$ cat src/pkg/gar_defs.vh
// gar_defs.vh: shared constants for the gas alarm relay logic
// assumes: included by bare name from the core files
`ifndef GAR_DEFS_VH
`define GAR_DEFS_VH
`define GAR_LVL_FIRST   0
`define GAR_LVL_SECOND  1
`define GAR_LVL_THIRD   2
`define GAR_LVL_FAULT   3
`define GAR_NUM_LVL     4
`define GAR_WIRED_MAX   4
`define GAR_PER_PAGE    8
`define GAR_PAGE_TMO_MS 30
`define GAR_CLK_MHZ     250
`define GAR_MS_DIV      250000
`endif
$ cat src/core/gar_alarm_top.v
// gar_alarm_top.v: alarm evaluation, relays, annunciators, lamps, page select
// assumes: readings and thresholds come from logic on i_clk; switches are raw pins
`include "gar_defs.vh"
module gar_alarm_top #(
    parameter NCH      = 16,
    parameter NWIRED   = `GAR_WIRED_MAX,
    parameter RW       = 12,
    parameter PAGE_TMO_MS = `GAR_PAGE_TMO_MS,
    parameter MS_DIV   = `GAR_MS_DIV,
    parameter CYC_MS   = 2000
) (
    // clock and reset
    input  wire                i_clk,
    input  wire                i_rstn,
    // channel readings, flat NCH*RW, and per channel valid and fault
    input  wire [NCH*RW-1:0]   i_reading,
    input  wire [NCH-1:0]      i_ch_enable,
    input  wire [NCH-1:0]      i_ch_fault,
    // thresholds, shared by all channels
    input  wire [RW-1:0]       i_first_gas_threshold,
    input  wire [RW-1:0]       i_second_gas_threshold,
    input  wire [RW-1:0]       i_third_gas_threshold,
    // per level config, bit order first, second, third, fault
    input  wire [3:0]          i_cfg_energized,
    input  wire [3:0]          i_cfg_latching,
    input  wire [3:0]          i_cfg_silenceable,
    input  wire                i_cfg_onbox_en,
    input  wire                i_cfg_ext_en,
    // panel and external switches, raw pins, active high
    input  wire                i_panel_silence,
    input  wire                i_panel_reset,
    input  wire                i_ext_ack,
    input  wire                i_arrow_up,
    input  wire                i_arrow_down,
    // annunciators and lamps
    output reg                 o_strobe,
    output reg                 o_horn,
    output reg  [3:0]          o_ext_relay,
    output wire                o_low_level_alarm_lamp,
    output wire                o_mid_level_alarm_lamp,
    output wire                o_high_level_alarm_lamp,
    output wire                o_fault_lamp,
    // display and per channel status
    output reg  [7:0]          o_page,
    output reg  [NCH*4-1:0]    o_ch_status,
    output reg                 o_manual_paging
);
    localparam NPAGE  = (NCH + `GAR_PER_PAGE - 1) / `GAR_PER_PAGE;
    localparam [7:0] LAST_PAGE = NPAGE - 1;
    localparam [31:0] TMO_CYC = PAGE_TMO_MS; // ms ticks
    localparam ST_AUTO   = 1'b0;
    localparam ST_MANUAL = 1'b1;

    // pin synchronisers with edge detect, three flops each
    reg  [4:0] sw_s1_q;
    reg  [4:0] sw_s2_q;
    reg  [4:0] sw_s3_q;
    wire [4:0] sw_pin;
    wire [4:0] sw_rise;
    assign sw_pin  = {i_arrow_down, i_arrow_up, i_ext_ack, i_panel_reset, i_panel_silence};
    assign sw_rise = sw_s2_q & ~sw_s3_q;
    always @(posedge i_clk or negedge i_rstn) begin
        if (!i_rstn) begin
            sw_s1_q <= 5'h00;
            sw_s2_q <= 5'h00;
            sw_s3_q <= 5'h00;
        end else begin
            sw_s1_q <= sw_pin;
            sw_s2_q <= sw_s1_q;
            sw_s3_q <= sw_s2_q;
        end
    end
    wire silence_cmd = sw_rise[0] | sw_rise[2];
    wire reset_cmd   = sw_rise[1] | sw_rise[2];
    wire arrow_up    = sw_rise[3];
    wire arrow_dn    = sw_rise[4];

    // per channel compare; every enabled channel is compared, whatever the wired limit
    reg  [NCH-1:0] ch_l1;
    reg  [NCH-1:0] ch_l2;
    reg  [NCH-1:0] ch_l3;
    reg  [NCH-1:0] ch_flt;
    genvar g;
    generate
        for (g = 0; g < NCH; g = g + 1) begin : g_ch
            wire [RW-1:0] rd = i_reading[g*RW +: RW];
            wire          en = i_ch_enable[g];
            always @(posedge i_clk or negedge i_rstn) begin
                if (!i_rstn) begin
                    ch_l1[g]  <= 1'b0;
                    ch_l2[g]  <= 1'b0;
                    ch_l3[g]  <= 1'b0;
                    ch_flt[g] <= 1'b0;
                    o_ch_status[g*4 +: 4] <= 4'h0;
                end else begin
                    ch_l1[g]  <= en & (rd > i_first_gas_threshold);
                    ch_l2[g]  <= en & (rd > i_second_gas_threshold);
                    ch_l3[g]  <= en & (rd > i_third_gas_threshold);
                    ch_flt[g] <= en & i_ch_fault[g];
                    o_ch_status[g*4 +: 4] <= {ch_flt[g], ch_l3[g], ch_l2[g], ch_l1[g]};
                end
            end
        end
    endgenerate
    wire [3:0] cond;
    assign cond = {|ch_flt, |ch_l3, |ch_l2, |ch_l1};

    // one conditioner per level
    wire [3:0] lvl_act;
    wire [3:0] lvl_contact;
    generate
        for (g = 0; g < `GAR_NUM_LVL; g = g + 1) begin : g_lvl
            gar_level_out u_lvl (
                .i_clk         (i_clk),
                .i_rstn        (i_rstn),
                .i_cond        (cond[g]),
                .i_silence     (silence_cmd),
                .i_reset       (reset_cmd),
                .i_energized   (i_cfg_energized[g]),
                .i_latching    (i_cfg_latching[g]),
                .i_silenceable (i_cfg_silenceable[g]),
                .i_fault_any   (cond[`GAR_LVL_FAULT]),
                .o_active      (lvl_act[g]),
                .o_contact     (lvl_contact[g])
            );
        end
    endgenerate

    // lamps show each level's output state
    assign o_low_level_alarm_lamp  = lvl_act[`GAR_LVL_FIRST];
    assign o_mid_level_alarm_lamp  = lvl_act[`GAR_LVL_SECOND];
    assign o_high_level_alarm_lamp = lvl_act[`GAR_LVL_THIRD];
    assign o_fault_lamp            = lvl_act[`GAR_LVL_FAULT];

    // annunciators and external outputs; disabled external ports rest open
    always @(posedge i_clk or negedge i_rstn) begin
        if (!i_rstn) begin
            o_strobe    <= 1'b0;
            o_horn      <= 1'b0;
            o_ext_relay <= 4'h0;
        end else begin
            o_strobe    <= i_cfg_onbox_en & lvl_act[`GAR_LVL_FIRST];
            o_horn      <= i_cfg_onbox_en & lvl_act[`GAR_LVL_SECOND];
            o_ext_relay <= i_cfg_ext_en ? lvl_contact : 4'h0;
        end
    end

    // first page holding an alarmed or faulted channel
    reg [7:0]  alarm_page;
    reg        alarm_any;
    reg [31:0] page_idx;
    integer    k;
    always @* begin
        alarm_page = 8'h00;
        alarm_any  = 1'b0;
        page_idx   = 32'h0;
        for (k = NCH - 1; k >= 0; k = k - 1) begin
            if (ch_l1[k] | ch_l2[k] | ch_l3[k] | ch_flt[k]) begin
                alarm_any  = 1'b1;
                page_idx   = k / `GAR_PER_PAGE;
                alarm_page = page_idx[7:0];
            end
        end
    end

    // millisecond tick divider
    reg  [31:0] ms_cnt_q;
    wire        ms_tick = (ms_cnt_q == MS_DIV - 1);
    always @(posedge i_clk or negedge i_rstn) begin
        if (!i_rstn)
            ms_cnt_q <= 32'h0;
        else
            ms_cnt_q <= ms_tick ? 32'h0 : ms_cnt_q + 32'h1;
    end

    // page selection: auto cycle, alarm hold, manual with timeout
    reg         st_q;
    reg  [31:0] tmo_q;
    reg  [31:0] cyc_q;
    always @(posedge i_clk or negedge i_rstn) begin
        if (!i_rstn) begin
            st_q            <= ST_AUTO;
            tmo_q           <= 32'h0;
            cyc_q           <= 32'h0;
            o_page          <= 8'h00;
            o_manual_paging <= 1'b0;
        end else begin
            case (st_q)
                ST_AUTO: begin
                    if (arrow_up | arrow_dn) begin
                        st_q  <= ST_MANUAL;
                        tmo_q <= 32'h0;
                    end else if (alarm_any) begin
                        o_page <= alarm_page;
                        cyc_q  <= 32'h0;
                    end else if (ms_tick) begin
                        // no alarm: slow round robin over pages
                        if (cyc_q >= CYC_MS - 1) begin
                            cyc_q  <= 32'h0;
                            o_page <= (o_page >= LAST_PAGE) ? 8'h00 : o_page + 8'h01;
                        end else begin
                            cyc_q <= cyc_q + 32'h1;
                        end
                    end
                    if (arrow_up)
                        o_page <= (o_page >= LAST_PAGE) ? 8'h00 : o_page + 8'h01;
                    else if (arrow_dn)
                        o_page <= (o_page == 8'h00) ? LAST_PAGE : o_page - 8'h01;
                end
                ST_MANUAL: begin
                    if (arrow_up | arrow_dn) begin
                        tmo_q <= 32'h0;
                        if (arrow_up)
                            o_page <= (o_page >= LAST_PAGE) ? 8'h00 : o_page + 8'h01;
                        else
                            o_page <= (o_page == 8'h00) ? LAST_PAGE : o_page - 8'h01;
                    end else if (ms_tick) begin
                        if (tmo_q >= TMO_CYC - 1) begin
                            st_q  <= ST_AUTO;
                            cyc_q <= 32'h0;
                        end else begin
                            tmo_q <= tmo_q + 32'h1;
                        end
                    end
                end
                default: st_q <= ST_AUTO;
            endcase
            o_manual_paging <= (st_q == ST_MANUAL);
        end
    end
    // wired channels are the low NWIRED indices; the rest are wireless
    wire unused_wired = (NWIRED > `GAR_WIRED_MAX);
endmodule // gar_alarm_top

$ cat src/core/gar_level_out.v
// gar_level_out.v: one alarm output conditioner (silence, latch, polarity)
// assumes: all inputs are synchronous to i_clk, commands are one-cycle pulses
`include "gar_defs.vh"
module gar_level_out (
    // clock and reset
    input  wire i_clk,
    input  wire i_rstn,
    // condition and commands
    input  wire i_cond,
    input  wire i_silence,
    input  wire i_reset,
    // configuration
    input  wire i_energized,
    input  wire i_latching,
    input  wire i_silenceable,
    input  wire i_fault_any,
    // outputs
    output reg  o_active,
    output reg  o_contact
);
    reg  latch_q;
    reg  sil_q;
    reg  cond_q;
    wire hold_d;
    wire act_d;
    // latched state held after cause clears until reset
    assign hold_d = i_cond | (i_latching & latch_q & ~i_reset);
    assign act_d  = hold_d & ~(sil_q | (i_silenceable & i_silence));
    always @(posedge i_clk or negedge i_rstn) begin
        if (!i_rstn) begin
            latch_q   <= 1'b0;
            sil_q     <= 1'b0;
            cond_q    <= 1'b0;
            o_active  <= 1'b0;
            o_contact <= 1'b0;
        end else begin
            cond_q   <= i_cond;
            latch_q  <= hold_d;
            // rising cause starts a new occurrence, so it wins over silence
            if (i_cond & ~cond_q)
                sil_q <= 1'b0;
            else if (~hold_d)
                sil_q <= 1'b0;
            else if (i_silenceable & i_silence)
                sil_q <= 1'b1;
            o_active  <= act_d;
            // energized: closed when idle, open on alarm or fault (fail-safe)
            if (i_energized)
                o_contact <= ~(act_d | i_fault_any);
            else
                o_contact <= act_d;
        end
    end
endmodule // gar_level_out

$ cat config.mk
export PLATFORM = sky130hd
export DESIGN_NAME = gar_alarm_top
export DESIGN_NICKNAME = d
export VERILOG_FILES = /design/src/core/gar_alarm_top.v /design/src/core/gar_level_out.v
export VERILOG_INCLUDE_DIRS = /design/src /design/src/pkg
export SDC_FILE = /design/constraint.sdc
export NUM_CORES = 1
export LEC_CHECK = 0
export BUFFER_PORTS_ARGS = -buffer_cell sky130_fd_sc_hd__buf_2
export CAP_MARGIN = 30
export CORE_ASPECT_RATIO = 1.2
export CORE_MARGIN = 5
export CORE_UTILIZATION = 60
export DETAILED_ROUTE_END_ITERATION = 6
export GPL_ROUTABILITY_DRIVEN = 0
export PLACE_DENSITY = 0.84
export RECOVER_POWER = 100
export REMOVE_ABC_BUFFERS = 1
export SYNTH_ARGS = -nofsm -noshare
export SYNTH_HDL_FRONTEND = slang
export SYNTH_SLANG_ARGS = --single-unit
$ cat constraint.sdc
create_clock -name i_clk -period 5.1 [get_ports i_clk]
set_clock_uncertainty 0.15 [all_clocks]
set_input_delay 0.255 -clock i_clk [delete_from_list [all_inputs] [get_ports i_clk]]
set_output_delay 0.255 -clock i_clk [all_outputs]
set_load 0.02 [all_outputs]
-- After elaboration in Yosys (flattened, before gate mapping)
Cells that the tools add are included.
- bits in registers: 275
- logic and storage cells: 437
- add/sub/neg operators: 5
- magnitude comparators: 51
- eq/ne operators: 17
- mux-type cells: 79
- bitwise gates (word level): 165
- reductions and logical operators: 8
- operators by type and width (operator ; number):
    12-bit > comparator ; 48
    32-bit 2-to-1 mux ; 12
    8-bit 2-to-1 mux ; 18
    32-bit one-hot mux with 2 select lines ; 2
    32-bit by 1-bit adder with 32-bit output, second input constant ; 3
    1-bit bitwise AND ; 86
    16-bit OR reduction ; 4
    1-bit bitwise OR ; 63
    1-bit 2-to-1 mux ; 44
    32-bit by 18-bit equality test with 1-bit output, second input constant ; 1
    32-bit by 11-bit greater-or-equal comparator with 1-bit output, second input constant ; 1
    32-bit by 5-bit greater-or-equal comparator with 1-bit output, second input constant ; 1
    3-bit != test, second input constant ; 6
    8-bit one-hot mux with 2 select lines ; 1
    1-bit inverter ; 14
    5-bit != test, second input constant ; 2
    8-bit by 1-bit adder with 8-bit output, second input constant ; 1
    8-bit by 1-bit greater-or-equal comparator with 1-bit output, second input constant ; 1
    8-bit zero test ; 1
    2-bit != test, second input constant ; 4
    8-bit by 1-bit subtractor with 8-bit output, second input constant ; 1
    5-bit bitwise AND ; 1
    5-bit inverter ; 1
    5-bit AND reduction ; 1
    other kinds (7) ; 8

-- Logic depth before layout (Yosys ltp)
- depth after elaboration: 24
- mapped depth: 10

-- By module
A second synthesis with hierarchy kept.
- cells, all modules: 2158
- area, all modules: 22377.7 um2
- by module, submodules not included (module ; times used ; cells each ; area an instance (um2) ; sequential area each (um2)):
    gar_alarm_top ; 1 ; 2098 ; 21627.0 ; 6381.1
    gar_level_out ; 4 ; 15 ; 187.7 ; 125.1

-- Worst setup path after synthesis
Ideal clock, no wire load.
- path kind: register to register
- start point: register ms_cnt_q[10]
- end point: register cyc_q[16]
- arrival: 2.398 ns
- required time: 4.829 ns
- path slack: 2.431 ns
- stages on the path, launching flop included: 9
- buffers on the path: 2
- period minus slack after synthesis: 2.669 ns
- cell sequence: dfrtp_1 > buf_6 > or4b_1 > or4_4 > or2_4 > a211o_2 > nor2_4 > buf_6 > nor2_1
- cells in the longest elaborated chain, start to end: 3
- RTL lines (what ; RTL line ; text):
    start, declared ; gar_alarm_top.v:167 ; reg [31:0] ms_cnt_q;
    start signal, assigned ; gar_alarm_top.v:173 ; ms_cnt_q <= ms_tick ? 32'h0 : ms_cnt_q + 32'h1;
    32-bit by 18-bit equality test with 1-bit output * ; gar_alarm_top.v:168 ; wire ms_tick = (ms_cnt_q == MS_DIV - 1);
    3-bit != test (no line) / 2-bit != test (equally long branches) ; n/a ;
    5-bit AND reduction (no line) * ; n/a ;
    end signal, assigned ; gar_alarm_top.v:202 ; cyc_q <= cyc_q + 32'h1;
    end, declared ; gar_alarm_top.v:179 ; reg [31:0] cyc_q;
Every way passes the cells marked *; elsewhere a longest branch is shown, timed or not.
A chain may end at the register's enable or synchronous reset.

-- Worst setup path in the final report
- start point: register ch_l2[15]
- end point: register o_page[2]
- cells in the longest elaborated chain, start to end: 24
- RTL lines (what ; RTL line ; text):
    start, declared ; gar_alarm_top.v:80 ; reg [NCH-1:0] ch_l2;
    start signal, assigned by index ; gar_alarm_top.v:97 ; ch_l2[g] <= en & (rd > i_second_gas_threshold);
    1-bit bitwise OR * (3 in series) ; gar_alarm_top.v:158 ; if (ch_l1[k] | ch_l2[k] | ch_l3[k] | ch_flt[k]) begin
    1-bit 2-to-1 mux * (16 in series) ; gar_alarm_top.v:158 ;
    8-bit 2-to-1 mux ; gar_alarm_top.v:193 ; end else if (alarm_any) begin
    8-bit 2-to-1 mux ; gar_alarm_top.v:190 ; if (arrow_up | arrow_dn) begin
    8-bit 2-to-1 mux ; gar_alarm_top.v:207 ; else if (arrow_dn)
    8-bit 2-to-1 mux ; gar_alarm_top.v:205 ; if (arrow_up)
    8-bit one-hot mux with 2 select lines ; gar_alarm_top.v:188 ; case (st_q)
    end signal, assigned ; gar_alarm_top.v:194 ; o_page <= alarm_page;
    end signal, assigned ; gar_alarm_top.v:206 ; o_page <= (o_page >= LAST_PAGE) ? 8'h00 : o_page + 8'h01;
    end signal, assigned ; gar_alarm_top.v:208 ; o_page <= (o_page == 8'h00) ? LAST_PAGE : o_page - 8'h01;
    end, declared ; gar_alarm_top.v:44 ; output reg [7:0] o_page,
Every way passes the cells marked *; elsewhere a longest branch is shown, timed or not. The select of a mux whose other input is x is not followed.

==> impl_metrics.toml <==
[run_status]
status = "finished with violations"
violations = "capacitance limit, slew limit"

[final_layout]
fin_nets = 3488
layout_commonest_cell = "ha_1"
drive_gt1_share_pct = 15.06
layout_common_cells = "ha_1 (584), dfrtp_1 (275), buf_2 (266)"
utilization_pct = 72.99
regArea_mm2 = 0.006882
fillCellCount = 2515
final_area_mm2 = 0.02686
syn_to_final_growth_pct = 20.18
multi_input_area_mm2 = 0.01505
fin_cells = 3130

[hold_path]
hold_path.startpoint = "i_reading[95]"
hold_path.class = "input port to flip-flop"
holdPathEnd = "ch_l3[7]"
hold_path_depth = 5

[routing]
vias_per_cell = 6.859
drcViolationCount = 0
route.met3.wl_um = 10210
vias = 21469
dr.first_iter.drc_count = 2018
drt_pass1_iterations = 6
drt-total-wl_um = 82670
route.met2.wl_um = 37320
wl_met1_um = 26730
drt-wirelength-per-cell_um = 26.41
top_layer = "met5"
antenna_left = 0

[worst_setup_path]
r2r_slack_ns = 0.87
required_ns = 5.41
arrival_ns = 4.54
end_kind = "flip-flop"
r2r_end = "o_page[2]"
start_kind = "flip-flop"
worstPathMaxFanout = 12
cpMaxStageDelayCell = "o31ai_1"
crit_path_cell_trace = "nor4_1 -> nand4_1 -> or4_4 -> o31ai_1 -> o21ai_0 -> a21bo_2"
critPathLaunch = "ch_l2[15]"
crit_path_max_incr_delay_ns = 1.12
reg2reg_depth = 6
rr_startpoint = "ch_l2[15]"
crit_type = "flip-flop to flip-flop"

[synthesis]
netlist_area_mm2 = 0.02235
synth_seq_area_share_pct = 30.79
ys_types = 64
synth_edf_count = 0
ys_ff_latch = 275
async_reset_ff_share_pct = 100.0
synth_flop_cell = "dfrtp_1"
avgSynthCellArea_um2 = 10.39
yosysWarnings = 0
synthCells = 2151

[power]
peakVddDrop_v = 0.0001970
power_leakage_nw = 14.45
p_per_area_mw_per_mm2 = 239.4

[sta]
slew-limit-headroom_pct = -86.14
setup_tns_ns = 0
setup_viol_count_final = 0
layout_worst_path_cycle_share_pct = 82.87
timing.final.hold_violations = 0
tightest_slew_ns = 2.792
drv_slew = 141
max_freq_mhz = 236.6
finalCriticalPeriod_ns = 4.226
rsz0062_at_grt = "no"

[clocking]
cts_resized = 0
cts_tree = "done"
cts_buffers = 27
clock-root-buffer = "clkbuf_16"
cts_buffer_depth = 3
clkTransAtPathRegs_ns = 0.07
cts.sinks = 275
clk-insertion-delay-late_ns = 0.53
htreeDepth = 1

[die]
die_x_um = 186.2
core_mm2 = 0.03680
pin_count = 364
design.die.area_mm2 = 0.04123
die_y_um = 221.4
rows = 77
start_util_pct = 60.74

[run]
max_cap_violations = 3

[grt]
grt_max_degree = 115
antenna_found_initial = 19
track_usage_pct = 38.72
grt_pass1_vias = 22416
grt_pass1_wl_um = 123900
grt_overflow = 0

[placement]
hpwl_um = 61400
dpl_cell_area_mm2 = 0.02538
dp.cells = 2998
portBuffers = 363
-- worst max path at each step --
stage	slack [ns]	cells past startpoint	to
2_1_floorplan	1.92	7	cyc_q[16]
3_3_place_gp	1.55	6	o_page[2]
3_5_place_dp	1.46	6	o_page[2]
4_1_cts	1.35	6	o_page[2]
5_1_grt	0.70	6	o_page[3]
6_report	0.87	6	o_page[2]
-- through the flow --
step	setup slack (ns)	power (mW)	hold slack [ns]
finish	0.8739	6.430	0.1454
CTS	1.353	6.379	0.1307
global route	0.6972	6.707	0.1508
global placement	1.548	4.054	0.1851
floorplan	1.919	3.440	-0.1906
detailed placement	1.458	4.255	0.1897
-- critical path, delay by kind of cell, from the launching register on --
kind               cells  cell delay (ns)
and+or+nand+nor        3             2.04
AOI/OAI and AO/OA      3             1.58
DFF                    1             0.38
-- final cells by class --
class / instances / share of cell area (%)
well taps: 474 / 2.208
clock buffers: 34 / 2.650
multi-input cells: 1786 / 56.01
repair buffers: 464 / 11.63
clock inverters: 15 / 0.8011
flip-flops and latches: 275 / 25.62
inverters: 69 / 0.9641
diodes: 13 / 0.1211
-- cells in the mapped netlist, drive strengths merged, types with 9 or more instances --
cell type	instances	area share [%]
o221ai	48	1.9
nor2	57	0.99
a31oi	12	0.34
and3	41	1.2
a21o	193	6.5
nand2	29	0.50
buf	11	0.44
nand4	165	4.6
nor3	14	0.36
xnor2	18	0.71
inv	69	1.2
a21oi	166	3.7
and2	26	0.73
nor2b	56	1.6
xor2	13	0.51
o211a	48	2.1
o21ai	74	1.7
nor4	44	1.2
ha	584	33
dfrtp	275	31
nand3	31	0.72
or2	50	1.4
clkbuf	9	0.15
nand2b	50	1.4
-- power by group --
group	leakage [nW]	switching [mW]	internal (mW)
logic	10.4	1.14	0.771
clock network	0.459	0.845	1.25
registers	3.59	0.114	2.31
total	14.4	2.10	4.33
-- per-layer routing --
| metal | up-vias | global-route usage [%] |
|---|---|---|
| met2 | 1443 | 61.24 |
| met3 | 601 | 12.25 |
| li1 | 9359 | - |
| met1 | 10046 | 42.67 |
| met5 | - | 0 |
| met4 | 20 | 29.91 |
-- registers in the layout (all words and copies together), names as in the netlist, 4 cells and up --
name and count:
o_ch_status 64, cyc_q 32, ms_cnt_q 32, tmo_q 32
ch_flt 16, ch_l1 16, ch_l2 16, ch_l3 16
o_page 8, sw_s1_q 5, sw_s2_q 5, sw_s3_q 5
g_lvl.u_lvl.cond_q 4, g_lvl.u_lvl.latch_q 4, g_lvl.u_lvl.o_active 4, g_lvl.u_lvl.o_contact 4
g_lvl.u_lvl.sil_q 4, o_ext_relay 4
-- repair_timing --
| item | 4_1_cts | 5_1_grt |
|---|---|---|
| endpoints found under the hold margin | 203 | 0 |
| hold buffers | 65 | 0 |
| setup buffers | 0 | 0 |
-- cell families (layout without fill, tap and decap cells) --
kind of cell,after synthesis,after routing,synth area share [%]
AND/OR/NAND/NOR,592,592,15.79
adder cells (fa/ha/maj),584,584,32.69
AO/OA/AOI/OAI,574,574,17.51
flip-flops,275,275,30.79
buffers and inverters,90,582,1.791
XOR/XNOR,31,31,1.215
multiplexers,5,5,0.2239
other,0,13,0
No activity file was read; power rests on OpenSTA's default activity.
